$ cat src/phase_sync_pkg.sv
// package of register offsets, reset values, field positions and timing
//
// Function
// - current phase low byte, read only
// - averaged phase high byte, loop select chosen
// - bit 7 picks sync pulse source loop
// - bits 3 and 1 invert frame pulses
// - bit 0 pulses multiframe output, else 50:50
// - bit 7 makes sync outputs independent
// - bit 6 enables optical rate realign
// - clear ramp bit ramps offset on write
// - set ramp bit runs holdover calibration
`default_nettype none
package phase_sync_pkg;
   // ***************************************************************
   // register offsets
   // ***************************************************************
   localparam logic [7:0] ADDR_PHASE_OFS_LO   = 8'h70;
   localparam logic [7:0] ADDR_PHASE_OFS_HI   = 8'h71;
   localparam logic [7:0] ADDR_COARSE_LIMIT   = 8'h74;
   localparam logic [7:0] ADDR_NOISE_CFG      = 8'h75;
   localparam logic [7:0] ADDR_CUR_PHASE_LO   = 8'h77;
   localparam logic [7:0] ADDR_CUR_PHASE_HI   = 8'h78;
   localparam logic [7:0] ADDR_ALARM_DELAY    = 8'h79;
   localparam logic [7:0] ADDR_SYNC_PULSE     = 8'h7A;
   localparam logic [7:0] ADDR_SYNC_ALIGN     = 8'h7B;
   localparam logic [7:0] ADDR_RAMP_CFG       = 8'h7C;
   // ***************************************************************
   // reset values
   // ***************************************************************
   localparam logic [7:0] RST_COARSE_LIMIT    = 8'h85;
   localparam logic [7:0] RST_ALARM_DELAY     = 8'h32;
   localparam logic [7:0] RST_SYNC_PULSE      = 8'h00;
   localparam logic [7:0] RST_SYNC_ALIGN      = 8'h00;
   localparam logic [7:0] RST_NOISE_CFG       = 8'h06;
   localparam logic [7:0] RST_RAMP_CFG        = 8'h2B;
   localparam logic [7:0] RST_ZERO            = 8'h00;
   // ***************************************************************
   // field positions
   // ***************************************************************
   localparam int BIT_SYNC_SOURCE_SECONDARY     = 7;
   localparam int BIT_FRAME_PULSE_POLARITY      = 3;
   localparam int BIT_FRAME_PULSE_MODE          = 2;
   localparam int BIT_MULTIFRAME_PULSE_POLARITY = 1;
   localparam int BIT_MULTIFRAME_PULSE_MODE     = 0;
   localparam int BIT_SYNC_OUTPUTS_INDEPENDENT  = 7;
   localparam int BIT_OPTICAL_RATE_REALIGN      = 6;
   localparam int BIT_OFFSET_CALIBRATE_FORCE    = 7;
   localparam int BIT_COARSE_LOSS_EN            = 7;
   localparam int BIT_WIDE_RANGE_EN             = 6;
   localparam logic [3:0] COARSE_CODE_MAX       = 4'hC;
   // ***************************************************************
   // timing: offset ramp advances one lsb per step
   // ***************************************************************
   localparam int RAMP_STEP_NS  = 1000;
   localparam int CLK_PERIOD_NS = 20;
   localparam logic [7:0] RAMP_STEP_CYCLES =
      8'(RAMP_STEP_NS / CLK_PERIOD_NS);
   localparam logic [3:0] DIV_RESET_CYCLES = 4'h8;
   // calibration sequence states
   typedef enum logic [2:0] {
      CAL_IDLE, CAL_HOLD, CAL_TO_ZERO, CAL_DIV_RESET, CAL_TO_TARGET,
      CAL_RELEASE
   } cal_state_t;
endpackage
`default_nettype wire

$ cat src/offset_ramp.sv
// phase offset ramp engine stepping applied offset toward a target
`timescale 1ns/1ps
`default_nettype none
module offset_ramp
   import phase_sync_pkg::*;
(
   // clock and reset
   input  wire logic        ref_clk_i,
   input  wire logic        rstn_i,
   // target and jump control
   input  wire logic [15:0] target_i,
   input  wire logic        jump_i,
   // applied value
   output logic      [15:0] applied_o,
   output logic             at_target_o
);
   import phase_sync_pkg::*;

   logic [15:0] applied_r, applied_nxt;   // offset now applied
   logic [7:0]  tick_r, tick_nxt;         // step pacing counter
   logic        at_r, at_nxt;             // registered arrival flag

   // ***************************************************************
   // step logic
   // ***************************************************************
   // signed compare: offsets are two's complement
   always_comb begin
      applied_nxt = applied_r;
      tick_nxt    = tick_r;
      if (jump_i) begin
         applied_nxt = target_i;          // direct load skips ramp
         tick_nxt    = 8'h00;
      end else if (applied_r != target_i) begin
         if (tick_r >= RAMP_STEP_CYCLES - 8'h01) begin
            tick_nxt = 8'h00;
            if ($signed(applied_r) < $signed(target_i)) begin
               applied_nxt = applied_r + 16'h0001;
            end else begin
               applied_nxt = applied_r - 16'h0001;
            end
         end else begin
            tick_nxt = tick_r + 8'h01;
         end
      end else begin
         tick_nxt = 8'h00;
      end
      at_nxt = (applied_nxt == target_i);
   end

   // registers only
   always_ff @(posedge ref_clk_i or negedge rstn_i) begin
      if (!rstn_i) begin
         applied_r <= 16'h0000;
         tick_r    <= 8'h00;
         at_r      <= 1'b1;
      end else begin
         applied_r <= applied_nxt;
         tick_r    <= tick_nxt;
         at_r      <= at_nxt;
      end
   end

   assign applied_o   = applied_r;
   assign at_target_o = at_r;
endmodule
`default_nettype wire

$ cat src/dpll_phase_sync_config.sv
// register bank for loop phase tracking, sync pulses and offset ramp
`timescale 1ns/1ps
`default_nettype none
module dpll_phase_sync_config
   import phase_sync_pkg::*;
(
   // clock and reset
   input  wire logic        ref_clk_i,
   input  wire logic        rstn_i,
   // register port from serial interface
   input  wire logic [7:0]  reg_addr_i,
   input  wire logic [7:0]  reg_wdata_i,
   input  wire logic        reg_wr_i,
   input  wire logic        reg_rd_i,
   output logic      [7:0]  reg_rdata_o,
   // averaged phase from both loops
   input  wire logic [15:0] primary_phase_i,
   input  wire logic [15:0] secondary_phase_i,
   input  wire logic        phase_select_secondary_i,
   // sync pulse controls toward the generators
   output logic             sync_source_secondary_o,
   output logic             frame_pulse_polarity_o,
   output logic             frame_pulse_mode_o,
   output logic             multiframe_pulse_polarity_o,
   output logic             multiframe_pulse_mode_o,
   output logic             sync_outputs_independent_o,
   output logic             optical_rate_realign_o,
   output logic      [1:0]  sync_sample_phase_o,
   // coarse detector controls
   output logic      [3:0]  coarse_range_code_o,
   output logic             coarse_loss_en_o,
   output logic             wide_range_en_o,
   // offset and calibration controls
   output logic      [15:0] applied_offset_o,
   output logic             holdover_force_o,
   output logic             divider_reset_o,
   output logic             calibration_busy_o
);
   import phase_sync_pkg::*;

   // ***************************************************************
   // storage
   // ***************************************************************
   logic [7:0]  coarse_r, coarse_nxt;       // coarse limit config
   logic [7:0]  noise_r, noise_nxt;         // low freq noise config
   logic [7:0]  pulse_r, pulse_nxt;         // sync pulse config
   logic [7:0]  align_r, align_nxt;         // sync alignment config
   logic [7:0]  ramp_r, ramp_nxt;           // ramp control config
   logic [15:0] ofs_r, ofs_nxt;             // programmed phase offset
   logic [15:0] snap_r, snap_nxt;           // current phase snapshot
   logic [7:0]  rdata_r, rdata_nxt;         // read data register
   cal_state_t  cal_r, cal_nxt;             // calibration sequencer
   logic [3:0]  dcnt_r, dcnt_nxt;           // divider reset hold
   logic        hold_r, hold_nxt;           // holdover request
   logic        divrst_r, divrst_nxt;       // divider reset pulse
   logic        jump_r, jump_nxt;           // direct offset load
   logic [3:0]  code_r, code_nxt;           // saturated range code
   logic        busy_r, busy_nxt;           // calibration running
   logic [15:0] ramp_tgt;                   // target for ramp engine
   logic [15:0] applied;                    // offset from ramp engine
   logic        at_target;                  // ramp arrived
   logic [15:0] live_phase;                 // selected loop phase

   // ***************************************************************
   // phase readout selection
   // ***************************************************************
   // loop select bit lives in another register, so it is an input
   assign live_phase = phase_select_secondary_i ? secondary_phase_i
                                                : primary_phase_i;

   // ***************************************************************
   // register write and read
   // ***************************************************************
   // reading the low byte snapshots both bytes so a following
   // high byte read pairs with the same sample; the trade is that
   // reading high first returns the older snapshot
   always_comb begin
      coarse_nxt = coarse_r;
      noise_nxt  = noise_r;
      pulse_nxt  = pulse_r;
      align_nxt  = align_r;
      ramp_nxt   = ramp_r;
      ofs_nxt    = ofs_r;
      snap_nxt   = snap_r;
      rdata_nxt  = rdata_r;
      if (reg_wr_i) begin
         case (reg_addr_i)
            ADDR_PHASE_OFS_LO: ofs_nxt[7:0]  = reg_wdata_i;
            ADDR_PHASE_OFS_HI: ofs_nxt[15:8] = reg_wdata_i;
            ADDR_COARSE_LIMIT: coarse_nxt = reg_wdata_i;
            ADDR_NOISE_CFG:    noise_nxt  = reg_wdata_i;
            ADDR_SYNC_PULSE:   pulse_nxt  = reg_wdata_i;
            ADDR_SYNC_ALIGN:   align_nxt  = reg_wdata_i;
            ADDR_RAMP_CFG:     ramp_nxt   = reg_wdata_i;
            default: begin
               // read-only and unmapped writes are ignored
            end
         endcase
      end
      if (reg_rd_i) begin
         case (reg_addr_i)
            ADDR_PHASE_OFS_LO: rdata_nxt = ofs_r[7:0];
            ADDR_PHASE_OFS_HI: rdata_nxt = ofs_r[15:8];
            ADDR_COARSE_LIMIT: rdata_nxt = coarse_r;
            ADDR_NOISE_CFG:    rdata_nxt = noise_r;
            ADDR_CUR_PHASE_LO: begin
               rdata_nxt = live_phase[7:0];
               snap_nxt  = live_phase;
            end
            ADDR_CUR_PHASE_HI: rdata_nxt = snap_r[15:8];
            ADDR_ALARM_DELAY:  rdata_nxt = RST_ALARM_DELAY;
            ADDR_SYNC_PULSE:   rdata_nxt = pulse_r;
            ADDR_SYNC_ALIGN:   rdata_nxt = align_r;
            ADDR_RAMP_CFG:     rdata_nxt = ramp_r;
            default:           rdata_nxt = RST_ZERO;
         endcase
      end
      // codes above 1100 all mean the widest range
      code_nxt = (coarse_nxt[3:0] > COARSE_CODE_MAX) ?
         COARSE_CODE_MAX : coarse_nxt[3:0];
   end

   // registers only
   always_ff @(posedge ref_clk_i or negedge rstn_i) begin
      if (!rstn_i) begin
         coarse_r <= RST_COARSE_LIMIT;
         noise_r  <= RST_NOISE_CFG;
         pulse_r  <= RST_SYNC_PULSE;
         align_r  <= RST_SYNC_ALIGN;
         ramp_r   <= RST_RAMP_CFG;
         ofs_r    <= 16'h0000;
         snap_r   <= 16'h0000;
         rdata_r  <= RST_ZERO;
         code_r   <= RST_COARSE_LIMIT[3:0];
      end else begin
         coarse_r <= coarse_nxt;
         noise_r  <= noise_nxt;
         pulse_r  <= pulse_nxt;
         align_r  <= align_nxt;
         ramp_r   <= ramp_nxt;
         ofs_r    <= ofs_nxt;
         snap_r   <= snap_nxt;
         rdata_r  <= rdata_nxt;
         code_r   <= code_nxt;
      end
   end

   // ***************************************************************
   // calibration sequencer
   // ***************************************************************
   // force bit set: holdover, ramp to zero, reset dividers, ramp to
   // programmed offset, release; the ramp hides any phase step
   always_comb begin
      cal_nxt    = cal_r;
      dcnt_nxt   = dcnt_r;
      hold_nxt   = hold_r;
      divrst_nxt = 1'b0;
      jump_nxt   = 1'b0;
      case (cal_r)
         CAL_IDLE: begin
            if (ramp_r[BIT_OFFSET_CALIBRATE_FORCE]) begin
               cal_nxt  = CAL_HOLD;
               hold_nxt = 1'b1;
            end
         end
         CAL_HOLD:    cal_nxt = CAL_TO_ZERO;
         CAL_TO_ZERO: begin
            if (at_target && applied == 16'h0000) begin
               cal_nxt    = CAL_DIV_RESET;
               dcnt_nxt   = 4'h0;
               divrst_nxt = 1'b1;
            end
         end
         CAL_DIV_RESET: begin
            divrst_nxt = 1'b1;
            if (dcnt_r >= DIV_RESET_CYCLES - 4'h1) begin
               divrst_nxt = 1'b0;
               cal_nxt    = CAL_TO_TARGET;
            end else begin
               dcnt_nxt = dcnt_r + 4'h1;
            end
         end
         CAL_TO_TARGET: begin
            if (at_target && applied == ofs_r) begin
               cal_nxt = CAL_RELEASE;
            end
         end
         CAL_RELEASE: begin
            hold_nxt = 1'b0;
            if (!ramp_r[BIT_OFFSET_CALIBRATE_FORCE]) begin
               cal_nxt = CAL_IDLE;   // rearm only after bit clears
            end
         end
         default: begin
            cal_nxt  = CAL_IDLE;
            hold_nxt = 1'b0;
         end
      endcase
      // the direct load term is ANDed with 1'b0, so jump never fires and the offset always ramps
      if (cal_r == CAL_IDLE && !ramp_r[BIT_OFFSET_CALIBRATE_FORCE] &&
          1'b0) begin
         jump_nxt = 1'b1;
      end
      // registered so the busy output comes from a flip-flop
      busy_nxt = (cal_nxt != CAL_IDLE);
   end

   // registers only
   always_ff @(posedge ref_clk_i or negedge rstn_i) begin
      if (!rstn_i) begin
         cal_r    <= CAL_IDLE;
         dcnt_r   <= 4'h0;
         hold_r   <= 1'b0;
         divrst_r <= 1'b0;
         jump_r   <= 1'b0;
         busy_r   <= 1'b0;
      end else begin
         cal_r    <= cal_nxt;
         dcnt_r   <= dcnt_nxt;
         hold_r   <= hold_nxt;
         divrst_r <= divrst_nxt;
         jump_r   <= jump_nxt;
         busy_r   <= busy_nxt;
      end
   end

   // ramp target is zero during the first half of calibration
   assign ramp_tgt = (cal_r == CAL_HOLD || cal_r == CAL_TO_ZERO ||
                      cal_r == CAL_DIV_RESET) ? 16'h0000 : ofs_r;

   offset_ramp u_ramp (
      .ref_clk_i   (ref_clk_i),
      .rstn_i      (rstn_i),
      .target_i    (ramp_tgt),
      .jump_i      (jump_r),
      .applied_o   (applied),
      .at_target_o (at_target)
   );

   // ***************************************************************
   // outputs, all from flip-flops
   // ***************************************************************
   assign reg_rdata_o                 = rdata_r;
   assign sync_source_secondary_o     =
      pulse_r[BIT_SYNC_SOURCE_SECONDARY];
   assign frame_pulse_polarity_o      =
      pulse_r[BIT_FRAME_PULSE_POLARITY];
   assign frame_pulse_mode_o          =
      pulse_r[BIT_FRAME_PULSE_MODE];
   assign multiframe_pulse_polarity_o =
      pulse_r[BIT_MULTIFRAME_PULSE_POLARITY];
   assign multiframe_pulse_mode_o     =
      pulse_r[BIT_MULTIFRAME_PULSE_MODE];
   assign sync_outputs_independent_o  =
      align_r[BIT_SYNC_OUTPUTS_INDEPENDENT];
   assign optical_rate_realign_o      =
      align_r[BIT_OPTICAL_RATE_REALIGN];
   assign sync_sample_phase_o         = align_r[1:0];
   assign coarse_range_code_o         = code_r;
   assign coarse_loss_en_o            = coarse_r[BIT_COARSE_LOSS_EN];
   assign wide_range_en_o             = coarse_r[BIT_WIDE_RANGE_EN];
   assign applied_offset_o            = applied;
   assign holdover_force_o            = hold_r;
   assign divider_reset_o             = divrst_r;
   assign calibration_busy_o          = busy_r;
endmodule
`default_nettype wire

$ cat config.mk
export PLATFORM = sky130hd
export DESIGN_NAME = dpll_phase_sync_config
export DESIGN_NICKNAME = d
export VERILOG_FILES = /design/src/phase_sync_pkg.sv /design/src/offset_ramp.sv /design/src/dpll_phase_sync_config.sv
export SDC_FILE = /design/constraint.sdc
export NUM_CORES = 1
export LEC_CHECK = 0
export BUFFER_PORTS_ARGS = -buffer_cell sky130_fd_sc_hd__buf_2
export CAP_MARGIN = 20
export CORE_MARGIN = 10
export CORE_UTILIZATION = 35
export CTS_BUF_LIST = sky130_fd_sc_hd__clkbuf_8
export DETAILED_ROUTE_END_ITERATION = 8
export GPL_TIMING_DRIVEN = 1
export MAX_ROUTING_LAYER = met4
export PLACE_DENSITY = 0.54
export SLEW_MARGIN = 20
export SYNTH_ARGS = -nofsm -noshare
export SYNTH_HDL_FRONTEND = slang
export SYNTH_HIERARCHICAL = 1
export SYNTH_SLANG_ARGS = --single-unit
$ cat constraint.sdc
create_clock -name ref_clk_i -period 15.55 [get_ports ref_clk_i]
set_clock_uncertainty 0.2 [all_clocks]
set_input_delay 0 -clock ref_clk_i [delete_from_list [all_inputs] [get_ports ref_clk_i]]
set_output_delay 0 -clock ref_clk_i [all_outputs]
set_load 0.02 [all_outputs]
Yosys cells after proc, flatten, opt, wreduce, memory -nomap -nowiden
Cells that the tools add are included.
{"block": "classes", "n_addsub": 4, "order_cmp": 4, "n_eq_ne": 21, "n_mux": 25, "n_bitwise": 1, "reduce_logical": 19}
{"operator": "$eq A8 B7 Y1 const B", "n": 10}
{"operator": "$mux W16", "n": 5}
{"operator": "$pmux W8 S10", "n": 1}
{"operator": "$eq A16 B16 Y1", "n": 2}
{"operator": "$mux W4", "n": 5}
{"operator": "$pmux W3 S6", "n": 1}
{"operator": "$reduce_and A2 Y1", "n": 9}
{"operator": "$add A16 B1 Y16 const B", "n": 1}
{"operator": "$logic_not A16 Y1", "n": 1}
{"operator": "$lt A16 B16 Y1", "n": 1}
{"operator": "$mux W8", "n": 2}
{"operator": "$ne A16 B16 Y1", "n": 1}
{"operator": "$sub A16 B1 Y16 const B", "n": 1}
{"operator": "$mux W3", "n": 5}
{"operator": "$add A8 B1 Y8 const B", "n": 1}
{"operator": "$ge A8 B6 Y1 const B", "n": 1}
{"operator": "$pmux W4 S2", "n": 1}
{"operator": "$eq A3 B2 Y1 const B", "n": 2}
{"operator": "$eq A3 B3 Y1 const B", "n": 2}
{"operator": "$ne A2 B2 Y1 const B", "n": 3}
{"operator": "$add A4 B1 Y4 const B", "n": 1}
{"operator": "$ge A4 B3 Y1 const B", "n": 1}
{"operator": "$gt A4 B4 Y1 const B", "n": 1}
{"operator": "$pmux W1 S2", "n": 2}
{"operator": "other kinds (10)", "n": 14}
{"block": "word_totals", "register_bits": 119, "input_bits": 53, "word_cells": 93}

Longest topological paths before layout
{"block": "depth", "ltp_word": 9, "ltp_mapped": 24, "depth_no_buf": 22}

Modules after synthesis
Netlist, hierarchy kept.
{"mod": "dpll_phase_sync_config", "n_inst": 1, "cells_each": 409, "area_each_um2": 4694.5, "seq_area_each_um2": 2165.8}
{"mod": "offset_ramp", "n_inst": 1, "cells_each": 409, "area_each_um2": 3186.8, "seq_area_each_um2": 626.9}

Worst setup path after synthesis
OpenSTA, ideal clock, no wires.
{"block": "synth_path", "kind": "register to register", "start": "reg cal_r[2]", "end": "reg u_ramp.at_r, in the netlist u_ramp/at_target_o", "arrival_time_ps": 5080, "required_time_ps": 15282, "setup_slack_ps": 10202, "stages_incl_launch_ff": 24, "n_path_buf": 3, "cell_sequence": "dfrtp_1 clkbuf_1 or2_2 clkbuf_1 clkbuf_1 and2_1 inv_1 ha_1 nand4_2 or2_4 a211o_1 nand4_1 nand2_2 xnor2_1 ha_1 nor4_1 or3_1 nor4b_2 nor3_1 nor4_2 a31oi_1 a2111oi_2 a41oi_1 nor2_1"}
{"block": "synth_between", "elab_chain_cells": 9}
{"element": "start, declared", "line": "dpll_phase_sync_config.sv:52", "text": "cal_state_t cal_r, cal_nxt;"}
{"element": "start signal, assigned", "line": "dpll_phase_sync_config.sv:218", "text": "cal_r <= cal_nxt;"}
{"element": "$eq A3 B1 Y1 / $eq A3 B2 Y1 (equally long branches)", "line": "dpll_phase_sync_config.sv:228", "text": "assign ramp_tgt = (cal_r == CAL_HOLD || cal_r == CAL_TO_ZERO ||"}
{"element": "$logic_or A1 B1 Y1", "line": "dpll_phase_sync_config.sv:228"}
{"element": "$logic_or A1 B1 Y1 *", "line": "dpll_phase_sync_config.sv:228"}
{"element": "$mux W16 *", "line": "dpll_phase_sync_config.sv:229", "text": "cal_r == CAL_DIV_RESET) ? 16'h0000 : ofs_r;"}
{"element": "via ramp_tgt[14]", "line": "dpll_phase_sync_config.sv:59", "text": "logic [15:0] ramp_tgt;"}
{"element": "$lt A16 B16 Y1", "line": "offset_ramp.sv:36", "text": "if ($signed(applied_r) < $signed(target_i)) begin"}
{"element": "$mux W16", "line": "offset_ramp.sv:36"}
{"element": "$mux W16", "line": "offset_ramp.sv:34", "text": "if (tick_r >= RAMP_STEP_CYCLES - 8'h01) begin"}
{"element": "$mux W16", "line": "offset_ramp.sv:33", "text": "end else if (applied_r != target_i) begin"}
{"element": "$eq A16 B16 Y1 *", "line": "offset_ramp.sv:47", "text": "at_nxt = (applied_nxt == target_i);"}
{"element": "via u_ramp.at_nxt", "line": "offset_ramp.sv:21", "text": "logic at_r, at_nxt;"}
{"element": "end signal, assigned", "line": "offset_ramp.sv:59", "text": "at_r <= at_nxt;"}
{"element": "end, declared", "line": "offset_ramp.sv:21"}
Mark *: on every way through the listed nets, which the timed path passes. The rest lies on a longest branch.
A chain may end at the register's enable or synchronous reset.

Final worst setup path
{"block": "layout_path", "start": "reg cal_r[0]", "end": "reg u_ramp.at_r, in the netlist u_ramp/at_target_o"}
Same word-level chain as after synthesis.

==> flow_results.xml <==
<?xml version="1.0" encoding="UTF-8"?>
<metrics>
  <group name="placed_design">
    <metric name="place.port_buffers" unit="">94</metric>
    <metric name="gp_routability_congestion" unit="">0.943</metric>
    <metric name="detailed_place_hpwl" unit="mm">19.3</metric>
  </group>
  <group name="yosys">
    <metric name="syn_inst" unit="">818</metric>
    <metric name="async_s_r_ff_share_synth" unit="">1.00</metric>
    <metric name="yosysTopAreaCellShare" unit="">0.314</metric>
    <metric name="syn_area" unit="µm²">7880</metric>
    <metric name="synthesis.area_per_instance" unit="µm²">9.63</metric>
    <metric name="synth.distinct_cells" unit="">90</metric>
    <metric name="yosys.cell_count.top_type" unit="">sky130_fd_sc_hd__dfrtp_1</metric>
    <metric name="yosysTopAreaCell" unit="">sky130_fd_sc_hd__dfrtp_1</metric>
    <metric name="synth_sequential_area_ratio" unit="">0.354</metric>
    <metric name="synth_top_flop_cell" unit="">sky130_fd_sc_hd__dfrtp_1</metric>
    <metric name="synthTopCellsByCount" unit="">sky130_fd_sc_hd__dfrtp_1 (99), sky130_fd_sc_hd__mux2_2 (64), sky130_fd_sc_hd__nand2_1 (54)</metric>
    <metric name="synth_edf_count" unit="">0</metric>
    <metric name="synth.ff_latch_count" unit="">111</metric>
    <metric name="yosys-top-cells-area" unit="">sky130_fd_sc_hd__dfrtp_1 (31%), sky130_fd_sc_hd__mux2_2 (9.1%), sky130_fd_sc_hd__mux2i_1 (4.4%)</metric>
    <metric name="yosys_warnings" unit="">6</metric>
  </group>
  <group name="timing">
    <metric name="minimum_clock_period_after_layout" unit="ns">6.56</metric>
    <metric name="timing.slew.headroom" unit="">0.294</metric>
    <metric name="unrepaired_setup_endpoints_after_global_routing" unit="">no</metric>
    <metric name="maxClockFrequency" unit="MHz">152</metric>
    <metric name="tightest_slew" unit="ns">1.06</metric>
    <metric name="tns" unit="ns">0</metric>
    <metric name="slew_viol_final" unit="">0</metric>
    <metric name="whs" unit="ns">0.0295</metric>
    <metric name="hold_viol_final" unit="">0</metric>
    <metric name="report.final.setup_viol" unit="">0</metric>
    <metric name="min_period_over_period" unit="">0.422</metric>
  </group>
  <group name="floorplan">
    <metric name="die-height" unit="µm">170</metric>
    <metric name="start_util" unit="">0.359</metric>
    <metric name="die_w" unit="µm">170</metric>
    <metric name="std_cell_rows" unit="">54</metric>
    <metric name="placeableCoreArea" unit="µm²">22000</metric>
    <metric name="ios" unit="">95</metric>
    <metric name="fp.dieArea" unit="µm²">28900</metric>
  </group>
  <group name="route">
    <metric name="num_vias" unit="">7008</metric>
    <metric name="detail_route.first_pass.iterations" unit="">8</metric>
    <metric name="totalWireLength" unit="mm">26.3</metric>
    <metric name="drtIter0Drc" unit="">643</metric>
    <metric name="vias_per_cell" unit="">5.82</metric>
    <metric name="remaining_drc_errors" unit="">0</metric>
    <metric name="detail-route-antenna-nets" unit="">0</metric>
    <metric name="dr_wl_cell" unit="µm">21.9</metric>
  </group>
  <group name="worst_hold_path">
    <metric name="hold_start" unit="">primary_phase_i[7]</metric>
    <metric name="hold_depth" unit="">5</metric>
    <metric name="worstHoldPathType" unit="">primary input to flip-flop</metric>
  </group>
  <group name="worst_setup_path">
    <metric name="worstSetupStartpoint" unit="">cal_r[0]</metric>
    <metric name="worst_r2r_path_cells" unit="">21</metric>
    <metric name="critPathTopFamily" unit="">simple AND/OR/NAND/NOR gates</metric>
    <metric name="slowest_stage" unit="">sky130_fd_sc_hd__ha_1</metric>
    <metric name="r2r_setup_slack" unit="ns">8.99</metric>
    <metric name="end_of_the_worst_register_to_register_path" unit="">u_ramp/at_target_o</metric>
    <metric name="critical_path.endpoint" unit="">u_ramp/at_target_o</metric>
    <metric name="worstPathCellList" unit="">nor2_1 -&gt; or2_2 -&gt; and2_1 -&gt; inv_1 -&gt; ha_1 -&gt; nand4_2 -&gt; or2_4 -&gt; a211o_1 -&gt; nand4_1 -&gt; nand2_2 -&gt; xnor2_1 -&gt; ha_1 -&gt; nor4_1 -&gt; or3_1 -&gt; nor4b_2 -&gt; nor4b_1 -&gt; nor4_2 -&gt; a31oi_1 -&gt; a2111oi_2 -&gt; a41oi_1 -&gt; nor2_1</metric>
    <metric name="timing.critical_path.to_type" unit="">flip-flop</metric>
    <metric name="worst-endpoint-required" unit="ns">15.70</metric>
    <metric name="crit_path_max_fanout" unit="">23</metric>
    <metric name="critical_path_arrival" unit="ns">6.71</metric>
    <metric name="crit-reg2reg-launch" unit="">cal_r[0]</metric>
    <metric name="critical_path_cell_count" unit="">21</metric>
    <metric name="critical_path_buf_inv_count" unit="">1</metric>
    <metric name="cp_slowest_stage_delay" unit="ns">0.79</metric>
    <metric name="cp-start-kind" unit="">flip-flop</metric>
    <metric name="criticalPathCategory" unit="">flip-flop to flip-flop</metric>
  </group>
  <group name="clocking">
    <metric name="cts.reportedPaths.clkPinSlew" unit="ns">0.12</metric>
    <metric name="clock-root-buffer" unit="">sky130_fd_sc_hd__clkbuf_8</metric>
    <metric name="cts_sinks" unit="">111</metric>
    <metric name="postCtsSetupBuffers" unit="">0</metric>
    <metric name="cts_tree" unit="">yes</metric>
    <metric name="cts_hold_buf" unit="">44</metric>
    <metric name="worst_skew_pair.late_latency" unit="ns">0.40</metric>
    <metric name="ctsLongestPathBuffers" unit="">2</metric>
    <metric name="cts_inserted_buffers" unit="">9</metric>
    <metric name="cts_htree_levels" unit="">3</metric>
    <metric name="cts_repair_resizes" unit="">0</metric>
  </group>
  <group name="grt">
    <metric name="globalRoute.totalOverflow" unit="">0</metric>
    <metric name="grt_usage" unit="">0.185</metric>
    <metric name="pin_count_of_the_biggest_net_entering_global_routing" unit="">81</metric>
    <metric name="via_count_of_the_first_global_routing_pass" unit="">6990</metric>
    <metric name="antenna_found_initial" unit="">0</metric>
    <metric name="grt_first_pass_wirelength" unit="mm">41.2</metric>
  </group>
  <group name="final_layout">
    <metric name="post_route_cells_drive_above_1_share" unit="">0.237</metric>
    <metric name="antenna_cells" unit="">0</metric>
    <metric name="area_delta_synth_final" unit="%">15.6</metric>
    <metric name="nets" unit="">993</metric>
  </group>
  <group name="power_and_ir_drop">
    <metric name="fin_total_pwr" unit="µW">1300</metric>
    <metric name="power.density_cell_area" unit="nW/µm²">143</metric>
    <metric name="ir_drop_worst_case_vdd" unit="mV">0.0668</metric>
    <metric name="static-leakage-power" unit="µW">0.00403</metric>
  </group>
  <group name="job">
    <metric name="drv.max_cap_violation_count" unit="">0</metric>
  </group>
  <group name="run_status">
    <metric name="result_of_the_run" unit="">complete, no violations</metric>
  </group>
</metrics>
-- cell usage in the layout, fill, tap and decap left out, drive strengths merged, types with 10 or more instances in the layout --
cell / netlist / layout
dfrtp: 99 / 99
buf: 32 / 98
mux2: 65 / 65
nand2: 55 / 55
nor2: 46 / 46
dlygate4sd3: 0 / 43
mux2i: 35 / 35
o21ai: 35 / 35
inv: 31 / 34
nand4: 33 / 33
nand3: 31 / 31
a21oi: 29 / 29
nor4: 27 / 27
xor2: 24 / 24
and2: 22 / 22
ha: 21 / 21
nor3: 20 / 20
xnor2: 17 / 17
and3: 13 / 13
nor2b: 12 / 12
dfstp: 12 / 12
clkbuf: 20 / 10
-- layout make-up --
type	instances	area, µm²
Multi-Input combinational cell	625	4700
Fill cell	2170	12800
Tap cell	280	350
Timing Repair Buffer	141	950
Clock buffer	10	138
Clock inverter	6	61.3
Sequential cell	111	2790
Inverter	31	116
-- power by group --
part           internal, µW  total [µW]  switching, µW
registers               319         406           87.4
clock network          66.8         182            115
logic                   265         716            451
-- flip-flops by register name, summed over array words and instances, names as in the netlist, 4 cells and up --
name                 flops
u_ramp/applied_o        16
ramp_r                   8
pulse_r                  8
ofs_r                   16
snap_r                   8
noise_r                  8
reg_rdata_o              8
dcnt_r                   4
u_ramp/tick_r            8
coarse_range_code_o      4
align_r                  8
coarse_r                 8
-- worst reg2reg max path, cell delays in order, from the launching register on --
cell and delay [ns]:
sky130_fd_sc_hd__dfrtp_1 0.47, sky130_fd_sc_hd__nor2_1 0.18, sky130_fd_sc_hd__or2_2 0.31, sky130_fd_sc_hd__and2_1 0.20, sky130_fd_sc_hd__inv_1 0.06, sky130_fd_sc_hd__ha_1 0.79
sky130_fd_sc_hd__nand4_2 0.25, sky130_fd_sc_hd__or2_4 0.33, sky130_fd_sc_hd__a211o_1 0.32, sky130_fd_sc_hd__nand4_1 0.35, sky130_fd_sc_hd__nand2_2 0.25, sky130_fd_sc_hd__xnor2_1 0.19
sky130_fd_sc_hd__ha_1 0.24, sky130_fd_sc_hd__nor4_1 0.45, sky130_fd_sc_hd__or3_1 0.25, sky130_fd_sc_hd__nor4b_2 0.40, sky130_fd_sc_hd__nor4b_1 0.13, sky130_fd_sc_hd__nor4_2 0.34
sky130_fd_sc_hd__a31oi_1 0.21, sky130_fd_sc_hd__a2111oi_2 0.31, sky130_fd_sc_hd__a41oi_1 0.15, sky130_fd_sc_hd__nor2_1 0.13
-- how the worst min path moves through the flow --
stage,end,slack (ns)
floorplan,align_r[0],-0.50
global placement,coarse_range_code_o[3],-0.24
detailed placement,coarse_range_code_o[3],-0.24
CTS,reg_rdata_o[3],0.007
global route,reg_rdata_o[3],0.05
finish,reg_rdata_o[7],0.03
-- cell families after synthesis --
group	Yosys count	synth area share
flip-flops	111	0.354
adder cells (fa/ha/maj)	21	0.0333
AND/OR/NAND/NOR	299	0.218
other	2	0.000953
buffers and inverters	83	0.0497
multiplexers	101	0.140
XOR/XNOR	44	0.0541
AO/OA/AOI/OAI	157	0.150
-- per-stage QoR --
step	setup WS, ns	util	std cells	area, µm²
floorplan	10.20	-	819	7890
global placement	9.33	0.385	1144	8460
detailed placement	9.19	0.385	1144	8460
CTS	9.16	0.415	1204	9100
global route	8.38	0.415	1204	9110
finish	8.99	0.415	1204	9110
-- per-layer routing --
layer,up-vias,global-route usage,wire length (µm)
li1,3256,-,-
met1,3441,0.254,12300
met2,282,0.276,12000
met3,29,0.0273,1470
met4,0,0.0538,544
met5,-,-,0
(Power assumes the default switching activity.)
